$ cat config.mk
export PLATFORM = sky130hd
export DESIGN_NAME = lwm_top
export DESIGN_NICKNAME = d
export VERILOG_FILES = /design/src/verilog/lwm_pkg.sv /design/src/verilog/lwm_top.sv
export SDC_FILE = /design/constraint.sdc
export NUM_CORES = 1
export LEC_CHECK = 0
export BUFFER_PORTS_ARGS = -buffer_cell sky130_fd_sc_hd__buf_2
export CAP_MARGIN = 20
export CORE_MARGIN = 10
export CORE_UTILIZATION = 55
export DETAILED_ROUTE_END_ITERATION = 8
export PLACE_DENSITY = 0.79
export SETUP_SLACK_MARGIN = 0.2
export SLEW_MARGIN = 30
export SYNTH_ARGS = -nofsm -noshare
export SYNTH_HDL_FRONTEND = slang
export SYNTH_SLANG_ARGS = --single-unit
$ cat constraint.sdc
create_clock -name core_clk -period 4.2 [get_ports core_clk]
set_clock_uncertainty 0.05 [all_clocks]
set_input_delay 0.84 -clock core_clk [delete_from_list [all_inputs] [get_ports core_clk]]
set_output_delay 0.84 -clock core_clk [all_outputs]
set_load 0.01 [all_outputs]
$ cat src/verilog/lwm_pkg.sv
// Constants, register map and types for the lockup watchdog manageability block
package lwm_pkg;
	localparam int          ADDR_W         = 5;
	localparam logic [4:0]  OFF_CTRL       = 5'h00;
	localparam logic [4:0]  OFF_RELOAD     = 5'h04;
	localparam logic [4:0]  OFF_SERVICE    = 5'h08;
	localparam logic [4:0]  OFF_COUNT      = 5'h0c;
	localparam logic [4:0]  OFF_STATUS     = 5'h10;
	localparam logic [4:0]  OFF_MASK       = 5'h14;
	localparam logic [4:0]  OFF_MGMT       = 5'h18;
	// Control fields
	localparam int          CTRL_TMR_EN    = 0;
	localparam int          CTRL_INTR_LW   = 1;
	localparam int          CTRL_BOOT_EN   = 2;
	localparam int          CTRL_FDIS_LO   = 3;
	localparam int          NUM_FUNC       = 5;
	localparam logic [7:0]  CTRL_RST       = 8'h05;
	localparam logic [15:0] RELOAD_RST     = 16'h0040;
	// Status and mask bits
	localparam int          ST_FIRST       = 0;
	localparam int          ST_SECOND      = 1;
	localparam int          ST_INTRUDER    = 2;
	localparam int          ST_THERMAL     = 3;
	localparam int          ST_NO_BOOT     = 4;
	localparam int          ST_ECC         = 5;
	localparam int          ST_MGMT_RST    = 6;
	localparam int          ST_MGMT_MSG    = 7;
	localparam int          ST_W           = 8;
	// Memory hub message codes
	localparam logic [1:0]  ECC_SMI        = 2'h1;
	localparam logic [1:0]  ECC_ACPI       = 2'h2;
	localparam logic [1:0]  ECC_SERR       = 2'h3;
	// Timing
	localparam int          CLK_NS         = 5;
	localparam int          TICK_NS        = 1000;
	localparam int          TICK_CYC       = (TICK_NS + CLK_NS - 1) / CLK_NS;
	localparam int          LINK_HALF_NS   = 50;
	localparam int          LINK_HALF_CYC  = (LINK_HALF_NS + CLK_NS - 1) / CLK_NS;
	localparam logic [15:0] ALERT_MSG      = 16'ha55a;
	localparam logic [1:0]  RESP_OKAY      = 2'h0;
	localparam logic [1:0]  RESP_SLVERR    = 2'h2;
	typedef enum logic [1:0] {BOOT_WAIT, BOOT_OK, BOOT_BLINK} lwm_boot_type;
	typedef enum logic {LINK_IDLE, LINK_SEND} lwm_link_type;
endpackage

$ cat src/verilog/lwm_top.sv
// Lockup watchdog, boot monitor and manageability event logic with AXI4-Lite registers
// What this block does
// - First lockup timer expiry raises a system management interrupt.
// - Second expiry without servicing drives a full system reset.
// - After reset, watch for the first instruction fetch as proof of boot.
// - Missing fetch blinks a GPIO and reboots with lowest frequency multiplier.
// - Case-open input raises management or lockup-watch interrupt per selection.
// - Disabled functions stop decoding I/O, memory and configuration accesses.
// - Disabled functions produce no interrupts or power management events.
// - Memory hub error message selects management, ACPI or system error interrupt.
// - Lockup-watch events send a fixed alert message on the side link.
// - External controller reads power state, timer, status; may request reset.
//
// The AXI4-Lite interface to the registers and the register addresses are this design's own decisions.
`timescale 1ns/10ps
module lwm_top
	import lwm_pkg::*;
#(
	parameter int BOOT_TICKS    = 16,
	parameter int BLINK_TICKS   = 8,
	parameter int BLINK_TOGGLES = 6
)(
	// Clock and reset
	input  wire logic                    core_clk,
	input  wire logic                    reset,
	// AXI4-Lite slave
	input  wire logic [lwm_pkg::ADDR_W-1:0] s_axi_awaddr,
	input  wire logic                    s_axi_awvalid,
	output logic                         s_axi_awready,
	input  wire logic [31:0]             s_axi_wdata,
	input  wire logic [3:0]              s_axi_wstrb,
	input  wire logic                    s_axi_wvalid,
	output logic                         s_axi_wready,
	output logic [1:0]                   s_axi_bresp,
	output logic                         s_axi_bvalid,
	input  wire logic                    s_axi_bready,
	input  wire logic [lwm_pkg::ADDR_W-1:0] s_axi_araddr,
	input  wire logic                    s_axi_arvalid,
	output logic                         s_axi_arready,
	output logic [31:0]                  s_axi_rdata,
	output logic [1:0]                   s_axi_rresp,
	output logic                         s_axi_rvalid,
	input  wire logic                    s_axi_rready,
	// Platform pins, asynchronous
	input  wire logic                    case_open_n,
	input  wire logic                    thermal_event,
	input  wire logic                    first_fetch,
	input  wire logic                    ecc_msg_valid,
	input  wire logic [1:0]              ecc_msg_code,
	input  wire logic [1:0]              sys_power_state,
	// Management bus slave view, asynchronous
	input  wire logic [1:0]              mgmt_sel,
	input  wire logic                    mgmt_reset_req,
	input  wire logic                    mgmt_msg_req,
	output logic [15:0]                  mgmt_rd_data,
	// Function gating, same clock
	input  wire logic [lwm_pkg::NUM_FUNC-1:0] func_decode_hit,
	input  wire logic [lwm_pkg::NUM_FUNC-1:0] func_irq,
	input  wire logic [lwm_pkg::NUM_FUNC-1:0] func_pme,
	output logic [lwm_pkg::NUM_FUNC-1:0] func_decode_en,
	output logic                         func_irq_out,
	output logic                         func_pme_out,
	// System outputs
	output logic                         system_mgmt_interrupt,
	output logic                         acpi_control_interrupt,
	output logic                         serr_out,
	output logic                         lockup_watch_irq,
	output logic                         sys_reset_out,
	output logic                         gpio_blink,
	output logic                         min_mult_sel,
	output logic                         irq,
	// Management side link
	output logic                         mgmt_side_link_clk,
	output logic                         mgmt_side_link_data
);

	// Register state
	logic [7:0]          ctrl_ff;
	logic [15:0]         reload_ff;
	logic [15:0]         count_ff;
	logic [ST_W-1:0]     status_ff;
	logic [ST_W-1:0]     mask_ff;
	logic                first_exp_ff;
	logic                tick_ff;
	logic [7:0]          tick_cnt_ff;
	logic [11:0]         sync1_ff;
	logic [11:0]         sync2_ff;
	logic [5:0]          last_ff;
	logic [ST_W-1:0]     st_set;
	logic [ST_W-1:0]     st_clr;
	logic                wr_go;
	logic                rd_go;
	logic                svc_wr;
	logic                expire;
	logic                boot_fail;
	logic                reboot;
	lwm_boot_type        boot_ff;
	logic [15:0]         boot_cnt_ff;
	logic [7:0]          blink_cnt_ff;
	lwm_link_type        link_ff;
	logic [7:0]          link_div_ff;
	logic [3:0]          link_bit_ff;
	logic [15:0]         link_sh_ff;
	logic                alert_pend_ff;
	logic [NUM_FUNC-1:0] fdis;
	logic                intr_edge;
	logic                therm_edge;
	logic                ecc_edge;
	logic                mrst_edge;
	logic                mmsg_edge;
	logic                fetch_seen;
	logic                lw_event;

	assign fdis       = ctrl_ff[CTRL_FDIS_LO +: NUM_FUNC];
	assign intr_edge  = ~sync2_ff[0] & last_ff[0];
	assign therm_edge = sync2_ff[1] & ~last_ff[1];
	assign fetch_seen = sync2_ff[2];
	assign ecc_edge   = sync2_ff[3] & ~last_ff[3];
	assign mrst_edge  = sync2_ff[4] & ~last_ff[4];
	assign mmsg_edge  = sync2_ff[5] & ~last_ff[5];
	assign wr_go      = s_axi_awready & s_axi_awvalid & s_axi_wvalid;
	assign rd_go      = s_axi_arready & s_axi_arvalid;
	assign svc_wr     = wr_go && s_axi_awaddr == OFF_SERVICE;
	assign expire     = tick_ff && ctrl_ff[CTRL_TMR_EN] && count_ff == 16'h0000;
	assign boot_fail  = boot_ff == BOOT_WAIT && tick_ff && boot_cnt_ff == 16'(BOOT_TICKS - 1) && !fetch_seen;
	assign reboot     = boot_ff == BOOT_BLINK && tick_ff && blink_cnt_ff == 8'(BLINK_TOGGLES * BLINK_TICKS - 1);
	assign lw_event   = (intr_edge && ctrl_ff[CTRL_INTR_LW]) || therm_edge || boot_fail;

	// Pins cross in through two flops; case-open is active low, so idle level is one
	always_ff @(posedge core_clk)
	begin
		if (reset)
		begin
			sync1_ff <= 12'h001;
			sync2_ff <= 12'h001;
			last_ff  <= 6'h01;
		end
		else
		begin
			sync1_ff <= {sys_power_state, mgmt_sel, ecc_msg_code, mgmt_msg_req, mgmt_reset_req,
				ecc_msg_valid, first_fetch, thermal_event, case_open_n};
			sync2_ff <= sync1_ff;
			last_ff  <= sync2_ff[5:0];
		end
	end

	// Timebase for the lockup timer and boot monitor
	always_ff @(posedge core_clk)
	begin
		if (reset || tick_cnt_ff == 8'(TICK_CYC - 1))
			tick_cnt_ff <= 8'h00;
		else
			tick_cnt_ff <= tick_cnt_ff + 8'h01;
		tick_ff <= !reset && tick_cnt_ff == 8'(TICK_CYC - 1);
	end

	// Lockup timer
	always_ff @(posedge core_clk)
	begin
		if (reset)
		begin
			count_ff     <= RELOAD_RST;
			first_exp_ff <= 1'b0;
		end
		else if (svc_wr || !ctrl_ff[CTRL_TMR_EN])
		begin
			count_ff     <= reload_ff;
			first_exp_ff <= 1'b0;
		end
		else if (expire)
		begin
			count_ff     <= reload_ff;
			first_exp_ff <= !first_exp_ff;
		end
		else if (tick_ff)
			count_ff <= count_ff - 16'h0001;
	end

	// Boot presence monitor; min multiplier survives the system reboot it causes
	always_ff @(posedge core_clk)
	begin
		if (reset)
		begin
			boot_ff      <= BOOT_WAIT;
			boot_cnt_ff  <= 16'h0000;
			blink_cnt_ff <= 8'h00;
			gpio_blink   <= 1'b0;
			min_mult_sel <= 1'b0;
		end
		else
		begin
			unique case (boot_ff)
				BOOT_WAIT:
				begin
					if (!ctrl_ff[CTRL_BOOT_EN] || fetch_seen)
						boot_ff <= BOOT_OK;
					else if (boot_fail)
					begin
						boot_ff      <= BOOT_BLINK;
						blink_cnt_ff <= 8'h00;
					end
					else if (tick_ff)
						boot_cnt_ff <= boot_cnt_ff + 16'h0001;
				end
				BOOT_OK:
					boot_ff <= BOOT_OK;
				BOOT_BLINK:
				begin
					if (reboot)
					begin
						boot_ff      <= BOOT_WAIT;
						boot_cnt_ff  <= 16'h0000;
						gpio_blink   <= 1'b0;
						min_mult_sel <= 1'b1;
					end
					else if (tick_ff)
					begin
						blink_cnt_ff <= blink_cnt_ff + 8'h01;
						if (blink_cnt_ff % 8'(BLINK_TICKS) == 8'(BLINK_TICKS - 1))
							gpio_blink <= !gpio_blink;
					end
				end
			endcase
		end
	end

	// Event outputs, each a one-cycle pulse
	always_ff @(posedge core_clk)
	begin
		if (reset)
		begin
			system_mgmt_interrupt  <= 1'b0;
			acpi_control_interrupt <= 1'b0;
			serr_out               <= 1'b0;
			lockup_watch_irq       <= 1'b0;
			sys_reset_out          <= 1'b0;
		end
		else
		begin
			system_mgmt_interrupt  <= (expire && !first_exp_ff)
				|| (intr_edge && !ctrl_ff[CTRL_INTR_LW])
				|| (ecc_edge && sync2_ff[7:6] == ECC_SMI);
			acpi_control_interrupt <= ecc_edge && sync2_ff[7:6] == ECC_ACPI;
			serr_out               <= ecc_edge && sync2_ff[7:6] == ECC_SERR;
			lockup_watch_irq       <= intr_edge && ctrl_ff[CTRL_INTR_LW];
			sys_reset_out          <= (expire && first_exp_ff && !svc_wr) || reboot || mrst_edge;
		end
	end

	// Function disable gating
	always_ff @(posedge core_clk)
	begin
		if (reset)
		begin
			func_decode_en <= '0;
			func_irq_out   <= 1'b0;
			func_pme_out   <= 1'b0;
		end
		else
		begin
			func_decode_en <= func_decode_hit & ~fdis;
			func_irq_out   <= |(func_irq & ~fdis);
			func_pme_out   <= |(func_pme & ~fdis);
		end
	end

	// Alert message on the side link; the block drives the link clock from a divider
	always_ff @(posedge core_clk)
	begin
		if (reset)
		begin
			link_ff             <= LINK_IDLE;
			link_div_ff         <= 8'h00;
			link_bit_ff         <= 4'h0;
			link_sh_ff          <= 16'h0000;
			alert_pend_ff       <= 1'b0;
			mgmt_side_link_clk  <= 1'b0;
			mgmt_side_link_data <= 1'b0;
		end
		else
		begin
			link_div_ff <= (link_ff == LINK_IDLE || link_div_ff == 8'(LINK_HALF_CYC - 1)) ? 8'h00
				: link_div_ff + 8'h01;
			unique case (link_ff)
				LINK_IDLE:
				begin
					// Starting a message consumes the queued request and any event of this cycle
					alert_pend_ff <= 1'b0;
					if (alert_pend_ff || lw_event)
					begin
						link_ff             <= LINK_SEND;
						link_sh_ff          <= {ALERT_MSG[14:0], 1'b0};
						mgmt_side_link_data <= ALERT_MSG[15];
						link_bit_ff         <= 4'h0;
					end
				end
				LINK_SEND:
				begin
					// Events during a message are queued for one more message, not counted
					alert_pend_ff <= alert_pend_ff | lw_event;
					if (link_div_ff == 8'(LINK_HALF_CYC - 1))
					begin
						mgmt_side_link_clk <= !mgmt_side_link_clk;
						if (mgmt_side_link_clk)
						begin
							link_sh_ff          <= {link_sh_ff[14:0], 1'b0};
							mgmt_side_link_data <= link_sh_ff[15];
							link_bit_ff         <= link_bit_ff + 4'h1;
							if (link_bit_ff == 4'hf)
							begin
								link_ff             <= LINK_IDLE;
								mgmt_side_link_data <= 1'b0;
							end
						end
					end
				end
			endcase
		end
	end

	// Management bus view
	always_ff @(posedge core_clk)
	begin
		if (reset)
			mgmt_rd_data <= 16'h0000;
		else
		begin
			unique case (sync2_ff[9:8])
				2'h0: mgmt_rd_data <= {14'h0000, sync2_ff[11:10]};
				2'h1: mgmt_rd_data <= count_ff;
				2'h2: mgmt_rd_data <= {8'h00, status_ff};
				2'h3: mgmt_rd_data <= {13'h0000, min_mult_sel, boot_ff == BOOT_OK, first_exp_ff};
			endcase
		end
	end

	// Sticky status: a set in the same cycle as the clearing read wins
	always_comb
	begin
		st_set              = '0;
		st_set[ST_FIRST]    = expire && !first_exp_ff;
		st_set[ST_SECOND]   = expire && first_exp_ff && !svc_wr;
		st_set[ST_INTRUDER] = intr_edge;
		st_set[ST_THERMAL]  = therm_edge;
		st_set[ST_NO_BOOT]  = boot_fail;
		st_set[ST_ECC]      = ecc_edge;
		st_set[ST_MGMT_RST] = mrst_edge;
		st_set[ST_MGMT_MSG] = mmsg_edge;
		st_clr              = (rd_go && s_axi_araddr == OFF_STATUS) ? '1 : '0;
	end

	always_ff @(posedge core_clk)
	begin
		if (reset)
		begin
			status_ff <= '0;
			irq       <= 1'b0;
		end
		else
		begin
			status_ff <= (status_ff & ~st_clr) | st_set;
			irq       <= |(status_ff & mask_ff);
		end
	end

	// AXI4-Lite write path; address and data are taken together
	always_ff @(posedge core_clk)
	begin
		if (reset)
		begin
			s_axi_awready <= 1'b0;
			s_axi_wready  <= 1'b0;
			s_axi_bvalid  <= 1'b0;
			s_axi_bresp   <= RESP_OKAY;
			ctrl_ff       <= CTRL_RST;
			reload_ff     <= RELOAD_RST;
			mask_ff       <= '0;
		end
		else
		begin
			s_axi_awready <= s_axi_awvalid && s_axi_wvalid && !s_axi_awready && !s_axi_bvalid;
			s_axi_wready  <= s_axi_awvalid && s_axi_wvalid && !s_axi_awready && !s_axi_bvalid;
			if (s_axi_bvalid && s_axi_bready)
				s_axi_bvalid <= 1'b0;
			if (wr_go)
			begin
				s_axi_bvalid <= 1'b1;
				s_axi_bresp  <= RESP_OKAY;
				unique case (s_axi_awaddr)
					OFF_CTRL:
						if (s_axi_wstrb[0])
							ctrl_ff <= s_axi_wdata[7:0];
					OFF_RELOAD:
					begin
						if (s_axi_wstrb[0])
							reload_ff[7:0] <= s_axi_wdata[7:0];
						if (s_axi_wstrb[1])
							reload_ff[15:8] <= s_axi_wdata[15:8];
					end
					OFF_MASK:
						if (s_axi_wstrb[0])
							mask_ff <= s_axi_wdata[ST_W-1:0];
					OFF_SERVICE, OFF_COUNT, OFF_STATUS, OFF_MGMT:
						s_axi_bresp <= RESP_OKAY;
					default:
						s_axi_bresp <= RESP_SLVERR;
				endcase
			end
		end
	end

	// AXI4-Lite read path
	always_ff @(posedge core_clk)
	begin
		if (reset)
		begin
			s_axi_arready <= 1'b0;
			s_axi_rvalid  <= 1'b0;
			s_axi_rdata   <= 32'h00000000;
			s_axi_rresp   <= RESP_OKAY;
		end
		else
		begin
			s_axi_arready <= s_axi_arvalid && !s_axi_arready && !s_axi_rvalid;
			if (s_axi_rvalid && s_axi_rready)
				s_axi_rvalid <= 1'b0;
			if (rd_go)
			begin
				s_axi_rvalid <= 1'b1;
				s_axi_rresp  <= RESP_OKAY;
				s_axi_rdata  <= 32'h00000000;
				unique case (s_axi_araddr)
					OFF_CTRL:    s_axi_rdata <= {24'h000000, ctrl_ff};
					OFF_RELOAD:  s_axi_rdata <= {16'h0000, reload_ff};
					OFF_SERVICE: s_axi_rdata <= 32'h00000000;
					OFF_COUNT:   s_axi_rdata <= {16'h0000, count_ff};
					OFF_STATUS:  s_axi_rdata <= {24'h000000, status_ff};
					OFF_MASK:    s_axi_rdata <= {24'h000000, mask_ff};
					OFF_MGMT:    s_axi_rdata <= {27'h0000000, min_mult_sel, boot_ff == BOOT_OK,
						first_exp_ff, sync2_ff[11:10]};
					default:     s_axi_rresp <= RESP_SLVERR;
				endcase
			end
		end
	end
endmodule

; ---- After elaboration in Yosys (flattened, before gate mapping)
; Cells that the tools add are included.
; Widths: inputs -> output; s select.
[classes]
eq_ne = 37
addsub = 6
mux = 48
bitwise = 23
reduce_logical = 78
[ops]
columns = op, n
row1 = $mux 16, 10
row2 = $pmux 16 s6, 1
row3 = $pmux 16 s2, 2
row4 = $pmux 16 s4, 1
row5 = $mux 8, 5
row6 = $eq 5x5->1 const B, 6
row7 = $logic_and 1x1->1, 25
row8 = $add 8x1->8 const B, 3
row9 = $eq 5x4->1 const B, 4
row10 = $reduce_and 3->1, 6
row11 = $add 16x1->16 const B, 1
row12 = $and 8x8->8, 2
row13 = $eq 16x4->1 const B, 1
row14 = $logic_not 16->1, 1
row15 = $ne 2x2->1 const B, 8
row16 = $pmux 8 s2, 1
row17 = $sub 16x1->16 const B, 1
row18 = $and 5x5->5, 3
row19 = $mux 1, 15
row20 = $reduce_or 7->1, 2
row21 = $logic_not 1->1, 13
row22 = $mux 4, 3
row23 = $logic_or 1x1->1, 11
row24 = $eq 2x2->1 const B, 5
row25 = 29 further kinds, 62
[word_totals]
ff_bits = 225
out_inout_bits = 74
wordCells = 233

; ---- Longest topological paths before layout
; Gate-level depths: netlist of run 1.
[depth]
depth_word = 8
depth_mapped = 9
ltp_nobuf = 7

; ---- Least setup slack after synthesis of run 1
; Ideal clock, no wire load.
[synth_timing]
kind = input -> register
from = input port s_axi_awaddr[1] (netlist name)
to = register count_ff[2]
arrival_ns = 2.342
path_stages = 6
path_slack_ns = 1.690
path_buffers = 1
path_cell_list = or4_1 -> o31ai_2 -> a21oi_1 -> buf_2 -> o21ai_0 -> nor2_1
[synth_via]
elab_chain_cells = 4
[synth_lines]
columns = element, line_no
row1 = start: declaration, lwm_top.sv:27  ; input wire logic [lwm_pkg::ADDR_W-1:0] s_axi_awaddr,
row2 = $eq 5x4->1 *, lwm_top.sv:123  ; assign svc_wr = wr_go && s_axi_awaddr == OFF_SERVICE;
row3 = $logic_and 1x1->1 *, lwm_top.sv:123
row4 = $logic_or 1x1->1 *, lwm_top.sv:165  ; else if (svc_wr || !ctrl_ff[CTRL_TMR_EN])
row5 = $reduce_bool 3->1 (no line) or $mux 16 (tied branches), --
row6 = end signal: assignment, lwm_top.sv:167  ; count_ff <= reload_ff;
row7 = end signal: assignment, lwm_top.sv:172  ; count_ff <= reload_ff;
row8 = end signal: assignment, lwm_top.sv:176  ; count_ff <= count_ff - 16'h0001;
row9 = end: declaration, lwm_top.sv:80  ; logic [15:0] count_ff;
; Every way passes the cells marked *; elsewhere a longest branch is shown, timed or not.
; A chain may end at the register's enable or synchronous reset.

; ---- Worst setup path in the final report of run 1
[layout_timing]
from = register boot_cnt_ff[0]
to = register link_bit_ff[0]
[layout_via]
elab_chain_cells = 7
[layout_lines]
columns = element, line_no
row1 = start: declaration, lwm_top.sv:98  ; logic [15:0] boot_cnt_ff;
row2 = start signal: assignment, lwm_top.sv:203  ; boot_cnt_ff <= boot_cnt_ff + 16'h0001;
row3 = $eq 16x4->1, lwm_top.sv:125  ; assign boot_fail = boot_ff == BOOT_WAIT && tick_ff && boot_cnt_ff == 16'(BOOT_TICKS - 1) && !fetch_seen;
row4 = $logic_and 1x1->1 (2 in a row), lwm_top.sv:125
row5 = $logic_or 1x1->1, lwm_top.sv:127  ; assign lw_event = (intr_edge && ctrl_ff[CTRL_INTR_LW]) || therm_edge || boot_fail;
row6 = $logic_or 1x1->1, lwm_top.sv:289  ; if (alert_pend_ff || lw_event)
row7 = $ne 2x1->1 (no line), --
row8 = $reduce_and 3->1 (no line), --
row9 = end signal: assignment, lwm_top.sv:308  ; link_bit_ff <= link_bit_ff + 4'h1;
row10 = end: declaration, lwm_top.sv:102  ; logic [3:0] link_bit_ff;
; Every way passes these cells.

==> results of run 1 <==
==> worst max-delay path by stage <==
stage	startpoint	endpoint	slack, ps	depth (start not counted)
6_report	boot_cnt_ff[0]$_SDFFE_PP0P_	link_bit_ff[0]$_SDFFE_PP0P_	1420	6
5_1_grt	boot_cnt_ff[0]$_SDFFE_PP0P_	link_bit_ff[0]$_SDFFE_PP0P_	1080	6
4_1_cts	boot_cnt_ff[0]$_SDFFE_PP0P_	link_bit_ff[1]$_SDFFE_PP0P_	1420	6
3_5_place_dp	s_axi_awaddr[1]	count_ff[3]$_SDFFE_PP0P_	1230	6
3_3_place_gp	s_axi_awaddr[1]	count_ff[8]$_SDFFE_PP0P_	1160	6
2_1_floorplan	s_axi_awaddr[1]	count_ff[2]$_SDFFE_PP0P_	1690	6
==> per-layer routing <==
metal	GRT usage, %	part of all wire [%]	vias up	routed length [µm]
met5	0	0	-	0
li1	-	-	3609	-
met4	5.46	1.7	0	367
met2	30.7	46	275	10100
met1	26.5	45	3542	9860
met3	5.00	8.0	26	1780
==> cell usage in the layout (no fill, tap or decap), types with 30 or more instances in the layout <==
cell type and n:
a21oi_1 40, nor2_1 97, buf_2 116, nor2b_1 32, dfxtp_1 204, nand2_1 50, a22oi_1 37, inv_1 30
mux2i_1 35, nand3_1 46
==> cell families after synthesis <==
kind of cell	share of synthesized area, %
AND/OR/NAND/NOR	22.6
flip-flops	46.8
XOR/XNOR	2.31
other	0.0430
AO/OA/AOI/OAI	16.3
buffers and inverters	5.39
multiplexers	4.79
adder cells (fa/ha/maj)	1.72
==> layout make-up <==
| cell class | count | share of cell area (%) |
|---|---|---|
| Antenna cell | 1 | 0.0249 |
| Clock inverter | 5 | 1.03 |
| Inverter | 30 | 1.12 |
| Sequential cell | 204 | 40.7 |
| Tap cell | 211 | 2.63 |
| Multi-Input combinational cell | 654 | 42.2 |
| Clock buffer | 32 | 6.04 |
| Timing Repair Buffer | 122 | 6.23 |
==> synthesized netlist by cell type (4+ instances only) <==
cell type,n
a211oi_1,8
a21oi_1,41
a222oi_1,5
a22o_1,8
a22oi_1,37
a2bb2oi_1,8
a311oi_1,4
a31oi_1,10
and2_1,7
and3_1,23
buf_1,9
buf_2,7
buf_4,19
clkbuf_1,32
dfxtp_1,204
ha_1,12
inv_1,30
mux2i_1,35
nand2_1,50
nand2b_1,13
nand3_1,46
nand4_1,11
nor2_1,98
nor2b_1,32
nor3_1,21
nor3b_1,6
nor4_1,7
nor4b_1,8
o21ai_0,11
o221a_2,7
o22ai_1,5
o31ai_1,15
o41ai_1,6
or3_1,9
or4_1,13
xnor2_1,11
xor2_1,12
==> state kept, by name, summed over array words and instances (netlist names), 2 cells and up <==
signal	count
blink_cnt_ff	8
tick_cnt_ff	8
link_sh_ff	14
boot_ff	2
mask_ff	8
sync1_ff	12
ctrl_ff	8
status_ff	8
boot_cnt_ff	16
func_decode_en	5
count_ff	16
mgmt_rd_data	16
link_div_ff	8
s_axi_rdata	16
sync2_ff	12
reload_ff	16
last_ff	5
link_bit_ff	4
==> report_power, final <==
group | internal, W | switching [W]
registers | 0.00197 | 0.0000193
clock network | 0.00118 | 0.000732
logic | 0.000114 | 0.000240
total | 0.00326 | 0.000991
==> through the flow <==
step / instance area [µm²] / hold slack (ps) / setup slack [ps]
2_1_floorplan: 8790 / 339 / 1690
3_3_place_gp: 9320 / 347 / 1160
3_5_place_dp: 9320 / 350 / 1230
4_1_cts: 10000 / 384 / 1420
5_1_grt: 10000 / 402 / 1080
6_report: 10000 / 380 / 1420
==> worst max-delay path, cell delays in order (launching register included) <==
cell	delay (ps)
dfxtp_1	360
ha_1	270
nand3_1	380
nor4_2	500
a21oi_1	220
nor2_1	630
o21ai_0	210
==> impl_metrics.toml, run 1 <==
[finish]
utilization_pct = 65.3
seq_area_mm2 = 0.00408
fillers = 1246
area_delta_synth_final_pct = 15.1
final_nets = 1125
multi_input_area_mm2 = 0.00424
drive_gt1_share_pct = 17.1
layout.cells.non_filler = 1259

[logic_synthesis]
avgSynthCellArea_um2 = 9.28
ys.flop_type = "dfxtp_1"
synth.distinct_cells = 76
yosys-top-cells-area = "dfxtp_1, nor2_1, mux2i_1, a22oi_1, nand3_1"
syn-cell-area_mm2 = 0.00872
synth-edff-count = 0
synth_top_area_share_pct = 46.8
synthArstFlopShare_pct = 0
synth_area_leader_cell = "dfxtp_1"
ys_seq_elements = 204
synthesis.instances = 940
yosysSeqAreaShare_pct = 46.8
yosys_warnings = 0

[timing]
maxSlewHeadroom_pct = 35.9
min_period_ps = 2780
max_freq_mhz = 359
tightest_slew_ps = 960
fin_crit_sh_pct = 66.3
hold_viol = 0
drv_slew = 0
setup_viol = 0
fin_setup_tns_ps = 0
rsz0062_at_grt = "false"

[hold_path]
whs_endpoint = "sync2_ff[4]$_SDFF_PP0_"
worstHoldStart = "sync1_ff[4]$_SDFF_PP0_"
holdPathStages = 1
hold_path_class = "reg -> reg"

[outcome]
status = "completed"

[grt]
grt_max_degree = 58
grt-ovfl-total = 0
first_global_vias = 7049
grt_pass1_wl_um = 36100
globalRouteTotalUtil_pct = 19.7
antenna_found_initial = 0

[drt]
drt_iter0_markers = 843
drt-vias-per-instance = 5.92
drc = 0
drt-total-wl_um = 22100
ant_nets = 0
post_drt_wl_per_cell_um = 17.6
first_pass_iters = 6
num_vias = 7452

[placed_design]
numPlacedInstances = 1221
gp_congestion = 0.915
port_buffers = 117
dpl.hpwl_um = 15600

[floorplan]
fp-row-count = 45
fp.dieH_um = 146
core_area_mm2 = 0.0154
initial_core_util_pct = 56.8
die_w_um = 146
die_area_mm2 = 0.0213
ios = 154

[power_and_ir_drop]
peakVddDrop_uv = 363
p_leak_nw = 3.94
power_w = 0.00425
powerDensity_mw_per_mm2 = 424

[clock_tree]
cts_tree = "yes"
cts_setup_buffers = 0
cts_num_sinks = 204
root_buffer = "clkbuf_16"
cts_max_level = 1
cts_buffer_depth = 3
post_cts_resized = 0
cts_made_buffers = 21
ctsHoldBuffers = 0
clk_pin_slew_ps = 60
clk_latency_ps = 500

[worst_setup_path]
worstReg2RegStart = "boot_cnt_ff[0]$_SDFFE_PP0P_"
start_kind = "register"
r2r_slack_ps = 1420
timing.rr.end = "link_bit_ff[0]$_SDFFE_PP0P_"
cp-end-kind = "register"
critPathArrivalTime_ps = 3070
critPathKind = "reg -> reg"
reg2reg_depth = 6
crit_fanout = 12
critPathRequiredTime_ps = 4490

[flow_run]
drv_cap = 0
Note: power is estimated with default switching activity, not from simulation.
==> run 2, diff against run 1 <==
ABC_AREA = 1   (was not set)
CORE_UTILIZATION = 51   (was 55)
PLACE_DENSITY = 0.76   (was 0.79)
clock period = 2.3 ns   (was 4.2 ns; I/O delays follow)
==> impl_metrics.toml, run 2 <==
[outcome]
status = "completed"

[worst_setup_path]
critPathArrivalTime_ps = 2310
r2r_slack_ps = 370
worstPathCellList = "inv_1 -> ha_2 -> nand2_1 -> clkinv_1 -> nand2_2 -> nor2_4 -> nand3_4 -> nand2_1 -> nand2_4 -> nand2_4 -> nand2_1 -> a21oi_1"
crit_top_cell = "nand2_1"
critPathKind = "reg -> reg"
cp-end-kind = "register"
crit_fanout = 12
start_kind = "register"
slowest_delay_ps = 330
critPathRequiredTime_ps = 2680
slowest_stage = "dfxtp_1"

[logic_synthesis]
ys_seq_elements = 204
yosys_warnings = 0
yosysMostFrequentCell = "nand2_1"
syn-cell-area_mm2 = 0.00929
synthesis.instances = 1281
yosysSeqAreaShare_pct = 44.0
synth.distinct_cells = 45
yosys-top-cells-area = "dfxtp_1, nand2_1, nor2_1, inv_1, a21oi_1"
synth-edff-count = 0
synth_area_leader_cell = "dfxtp_1"
synth_common_cells = "nand2_1, dfxtp_1, nor2_1"
avgSynthCellArea_um2 = 7.25
synth_top_area_share_pct = 44.0
synthArstFlopShare_pct = 0
ys.flop_type = "dfxtp_1"

[finish]
final_nets = 1489
layout_commonest_cell = "nand2_1"
drive_gt1_share_pct = 17.4
fillers = 1629
antenna_cells = 0
layout_common_cells = "nand2_1, dfxtp_1, nor2_1, inv_1, buf_2"
area_delta_synth_final_pct = 17.2

[grt]
met1_usage_pct = 26.3
grt_max_degree = 112
globalRouteTotalUtil_pct = 19.4
grt-ovfl-total = 0
busiest_layer = "met2"
first_global_vias = 7985
grt_util_met3_pct = 5.02
use_met2_pct = 29.8
grt_pass1_wl_um = 39800
antenna_found_initial = 1

[clock_tree]
cts_max_level = 1
cts_made_buffers = 22
cts_num_sinks = 204
clk_pin_slew_ps = 60
clk_latency_ps = 510
cts_buffer_depth = 3
root_buffer = "clkbuf_16"
cts_tree = "yes"
ctsHoldBuffers = 0

[timing]
fin_setup_tns_ps = 0
drv_slew = 0
fin_crit_sh_pct = 83.9
rsz0062_at_grt = "true"
setup_viol = 0
tightest_slew_ps = 547
hold_viol = 0
maxSlewHeadroom_pct = 63.5
min_period_ps = 1930
max_freq_mhz = 518
fin_ws_ps = 370

[flow_run]
drv_cap = 0

[placed_design]
post-place-ws_ps = 252
gp_congestion = 0.944
dpl.hpwl_um = 17300
port_buffers = 117

[floorplan]
fp.dieH_um = 155
core_area_mm2 = 0.0180
fp-row-count = 49
initial_core_util_pct = 51.7
die_w_um = 155
ios = 154
die_area_mm2 = 0.0240

[drt]
drt-vias-per-instance = 5.23
drt_iter0_markers = 683
post_drt_wl_per_cell_um = 14.9
drc = 0
first_pass_iters = 5
drt-total-wl_um = 24500
ant_nets = 0
num_vias = 8581

[power_and_ir_drop]
p_leak_nw = 4.78
peakVddDrop_uv = 516
powerDensity_mw_per_mm2 = 745

[hold_path]
hold_path_class = "in -> reg"
-- run 2: cell count changes after synthesis, moves of 35 or more --
cell | previous run | this run
inv_1 | 30 | 149
nor2_1 | 98 | 157
a21oi_1 | 41 | 109
mux2i_1 | 35 | 0
a22oi_1 | 37 | 0
nand2_1 | 50 | 253
o21ai_0 | 11 | 58
-- run 2: area by class of cell --
type	count	area (µm²)	share of cell area (%)
Clock inverter	11	210	1.93
Clock buffer	29	638	5.86
Multi-Input combinational cell	868	4300	39.5
Timing Repair Buffer	138	758	6.96
Sequential cell	204	4080	37.5
Inverter	163	612	5.62
Tap cell	229	287	2.63
-- run 2: path summary, 6_finish.rpt --
kind	startpoint	endpoint	cells past startpoint
max reg2reg	boot_ff[0]$_SDFFE_PP0P_	link_bit_ff[2]$_SDFFE_PP0P_	12
max	boot_ff[0]$_SDFFE_PP0P_	link_bit_ff[2]$_SDFFE_PP0P_	12
min reg2reg	sync1_ff[3]$_SDFF_PP0_	sync2_ff[3]$_SDFF_PP0_	2
min	case_open_n	sync1_ff[0]$_SDFF_PP1_	2
-- run 2: power breakdown --
| group | internal, W | switching [W] |
|---|---|---|
| Combinational | 0.000145 | 0.000291 |
| Sequential | 0.00359 | 0.0000349 |
| Clock | 0.00262 | 0.00142 |
| Total | 0.00636 | 0.00175 |
-- run 2: logic make-up after synthesis --
kind of cell / after synthesis / synth area share (%)
AO/OA/AOI/OAI: 234 / 14.0
XOR/XNOR: 19 / 1.79
adder cells (fa/ha/maj): 12 / 1.62
buffers and inverters: 226 / 10.8
flip-flops: 204 / 44.0
other: 1 / 0.0404
AND/OR/NAND/NOR: 585 / 27.8
-- run 2: timing repair --
item	CTS	global route
endpoints found under the setup margin	0	39
gates resized for setup	0	6
setup buffers	0	0
hold endpoints to repair	0	0
-- run 2: worst max-delay path: cells and delay by family, from the launching register on --
family / cells / cell delay (ps)
buf+inv: 2 / 210
simple gates: 8 / 890
fa+ha+maj: 1 / 250
compound gates: 1 / 120
flops: 1 / 330
-- run 2: stage by stage --
step	utilization [%]	hold WS (ps)	instance area (µm²)	cells	power, W
after floorplan	-	338	9350	1298	0.00399
after global placement	55.7	339	10000	1602	0.00412
after detailed placement	55.7	342	10000	1602	0.00413
after CTS	60.4	86.6	10900	1642	0.00815
after global routing	60.6	100	10900	1642	0.00837
final	60.6	97.2	10900	1642	0.00811
-- run 2: metal layers --
metal | vias up | routed length (µm) | share of wire (%)
li1 | 4317 | - | -
met1 | 3845 | 11000 | 45
met2 | 363 | 10600 | 43
met5 | - | 13 | 0.053
met4 | 2 | 554 | 2.3
met3 | 54 | 2310 | 9.4
==> run 3, diff against run 2 <==
clock period = 1.6 ns   (was 2.3 ns; I/O delays follow)
==> impl_metrics.toml, run 3 (synthesized netlist as in run 2, its figures left out) <==
[outcome]
status = "finished with violations"
violations = "design-rule violations, negative setup slack"

[worst_setup_path]
crit_fanout = 4
worstPathCellList = "ha_2 -> nand2_2 -> nor2_4 -> nand3_4 -> buf_12 -> nand2_4 -> nand4_1 -> a21oi_2"
critPathKind = "reg -> reg"
critPathRequiredTime_ps = 1970
start_kind = "register"
slowest_stage = "dfxtp_1"
cp_top_family = "simple AND/OR/NAND/NOR gates"
reg2reg_depth = 8
slowest_delay_ps = 370
critPathArrivalTime_ps = 2160
worst-path-stages = 8
critical_path_buf_inv_count = 1
cp-end-kind = "register"

[drt]
drt_iter0_markers = 1079
drt-met1-wl_um = 12200
post_drt_wl_per_cell_um = 17.7
route.met2.wl_um = 15000
drc = 1
first_pass_iters = 9
drt-vias-per-instance = 5.57
num_vias = 10003
ant_nets = 0
routed-wl-met3_um = 3150
drt-total-wl_um = 31800
routed.top_layer = "met4"

[flow_run]
drv_cap = 0

[grt]
grt-ovfl-total = 0
first_global_vias = 9113
grt_max_degree = 53
globalRouteTotalUtil_pct = 21.9
grt_pass1_wl_um = 44800
antenna_found_initial = 1

[finish]
drive_gt1_share_pct = 35.2
layout.cells.non_filler = 1795
layout_commonest_cell = "nand2_1"
fillers = 1146
layout.cell_area.non_filler_mm2 = 0.0133
layout_common_cells = "nand2_1, dfxtp_1, inv_1, nor2_1, buf_4"
area_delta_synth_final_pct = 43.5
final_nets = 1641

[placed_design]
numPlacedInstances = 1687
gp_congestion = 0.961
post_dp_cell_area_mm2 = 0.0109
dpl.hpwl_um = 18600
port_buffers = 117

[timing]
min_period_ps = 1790
fin_crit_sh_pct = 112
fin_ws_ps = -185
max_freq_mhz = 560
drv_slew = 0
rsz0062_at_grt = "true"
hold_viol = 0
setup_viol = 46
fin_setup_tns_ps = -4820

[floorplan]
die_area_mm2 = 0.0240
fp.dieH_um = 155
initial_core_util_pct = 51.7
die_w_um = 155
core_area_mm2 = 0.0180
ios = 154
fp-row-count = 49

[clock_tree]
cts_buffer_depth = 3
root_buffer = "clkbuf_16"
cts_num_sinks = 204
clk_latency_ps = 510
clk_pin_slew_ps = 70
cts_tree = "yes"
cts_max_level = 1
cts_made_buffers = 22

[power_and_ir_drop]
peakVddDrop_uv = 776
p_leak_nw = 5.81
powerDensity_mw_per_mm2 = 885

[hold_path]
holdPathStages = 4
hold_path_class = "in -> reg"
[run 3: cell count changes in the layout (fill, tap and decap cells not counted), sizes merged]
cell	change
buf	+130
dlygate4sd3	+20
clkbuf	+1
diode	+2
nand2	+1
bufinv	-2
inv	+1
[run 3: metal layers]
metal	track usage, %	up-vias
li1	-	4622
met1	27.4	4600
met2	36.6	635
met3	4.44	146
met4	7.78	0
met5	0	-
[run 3: tightest hold or removal path, delay by kind of cell]
family	cells	cell delay [ps]
AO/OA/AOI/OAI	1	50
AND/OR/NAND/NOR	1	50
buffers and inverters	2	100
[run 3: final cells by class]
class / instances / area (µm²) / area share (%)
Clock buffer: 30 / 642 / 4.81
Sequential cell: 204 / 4120 / 30.9
Timing Repair inverter: 1 / 6.26 / 0.0469
Antenna cell: 2 / 5.00 / 0.0375
Tap cell: 229 / 287 / 2.15
Timing Repair Buffer: 288 / 2210 / 16.6
Clock inverter: 9 / 158 / 1.18
Inverter: 163 / 662 / 4.96
Multi-Input combinational cell: 869 / 5250 / 39.4
[run 3: what timing repair did]
action,in CTS,in global routing
pin swaps,57,47
hold buffers,20,0
endpoints found under the setup margin,96,114
hold endpoints to repair,20,0
gates resized for setup,137,145
gates cloned,2,1
buffers inserted,19,25
[run 3: power breakdown]
group	switching, W	total, W	internal, W	leakage [nW]
sequential	0.0000572	0.00522	0.00517	1.67
clock	0.00213	0.00559	0.00346	0.385
combinational	0.000574	0.000984	0.000410	3.76
[run 3: final timing paths]
path | start | endpoint | slack [ps]
worst max-delay path | boot_cnt_ff[1]$_SDFFE_PP0P_ | boot_ff[1]$_SDFFE_PP0P_ | -190
worst max register to register | boot_cnt_ff[1]$_SDFFE_PP0P_ | boot_ff[1]$_SDFFE_PP0P_ | -190
worst min-delay path | s_axi_bready | s_axi_bvalid$_SDFFE_PP0P_ | 4
worst min register to register | sync1_ff[7]$_SDFF_PP0_ | sync2_ff[7]$_SDFF_PP0_ | 350
[run 3: stage by stage]
step / setup WS, ps / util, % / hold WS (ps) / power [W]
floorplan: -9.91 / - / 338 / 0.00576
global placement: -109 / 60.5 / 341 / 0.00605
detailed placement: -142 / 60.5 / 345 / 0.00606
CTS: -28.8 / 69.9 / 2.42 / 0.0117
global route: -242 / 74.2 / 10.8 / 0.0121
finish: -185 / 74.2 / 3.84 / 0.0118
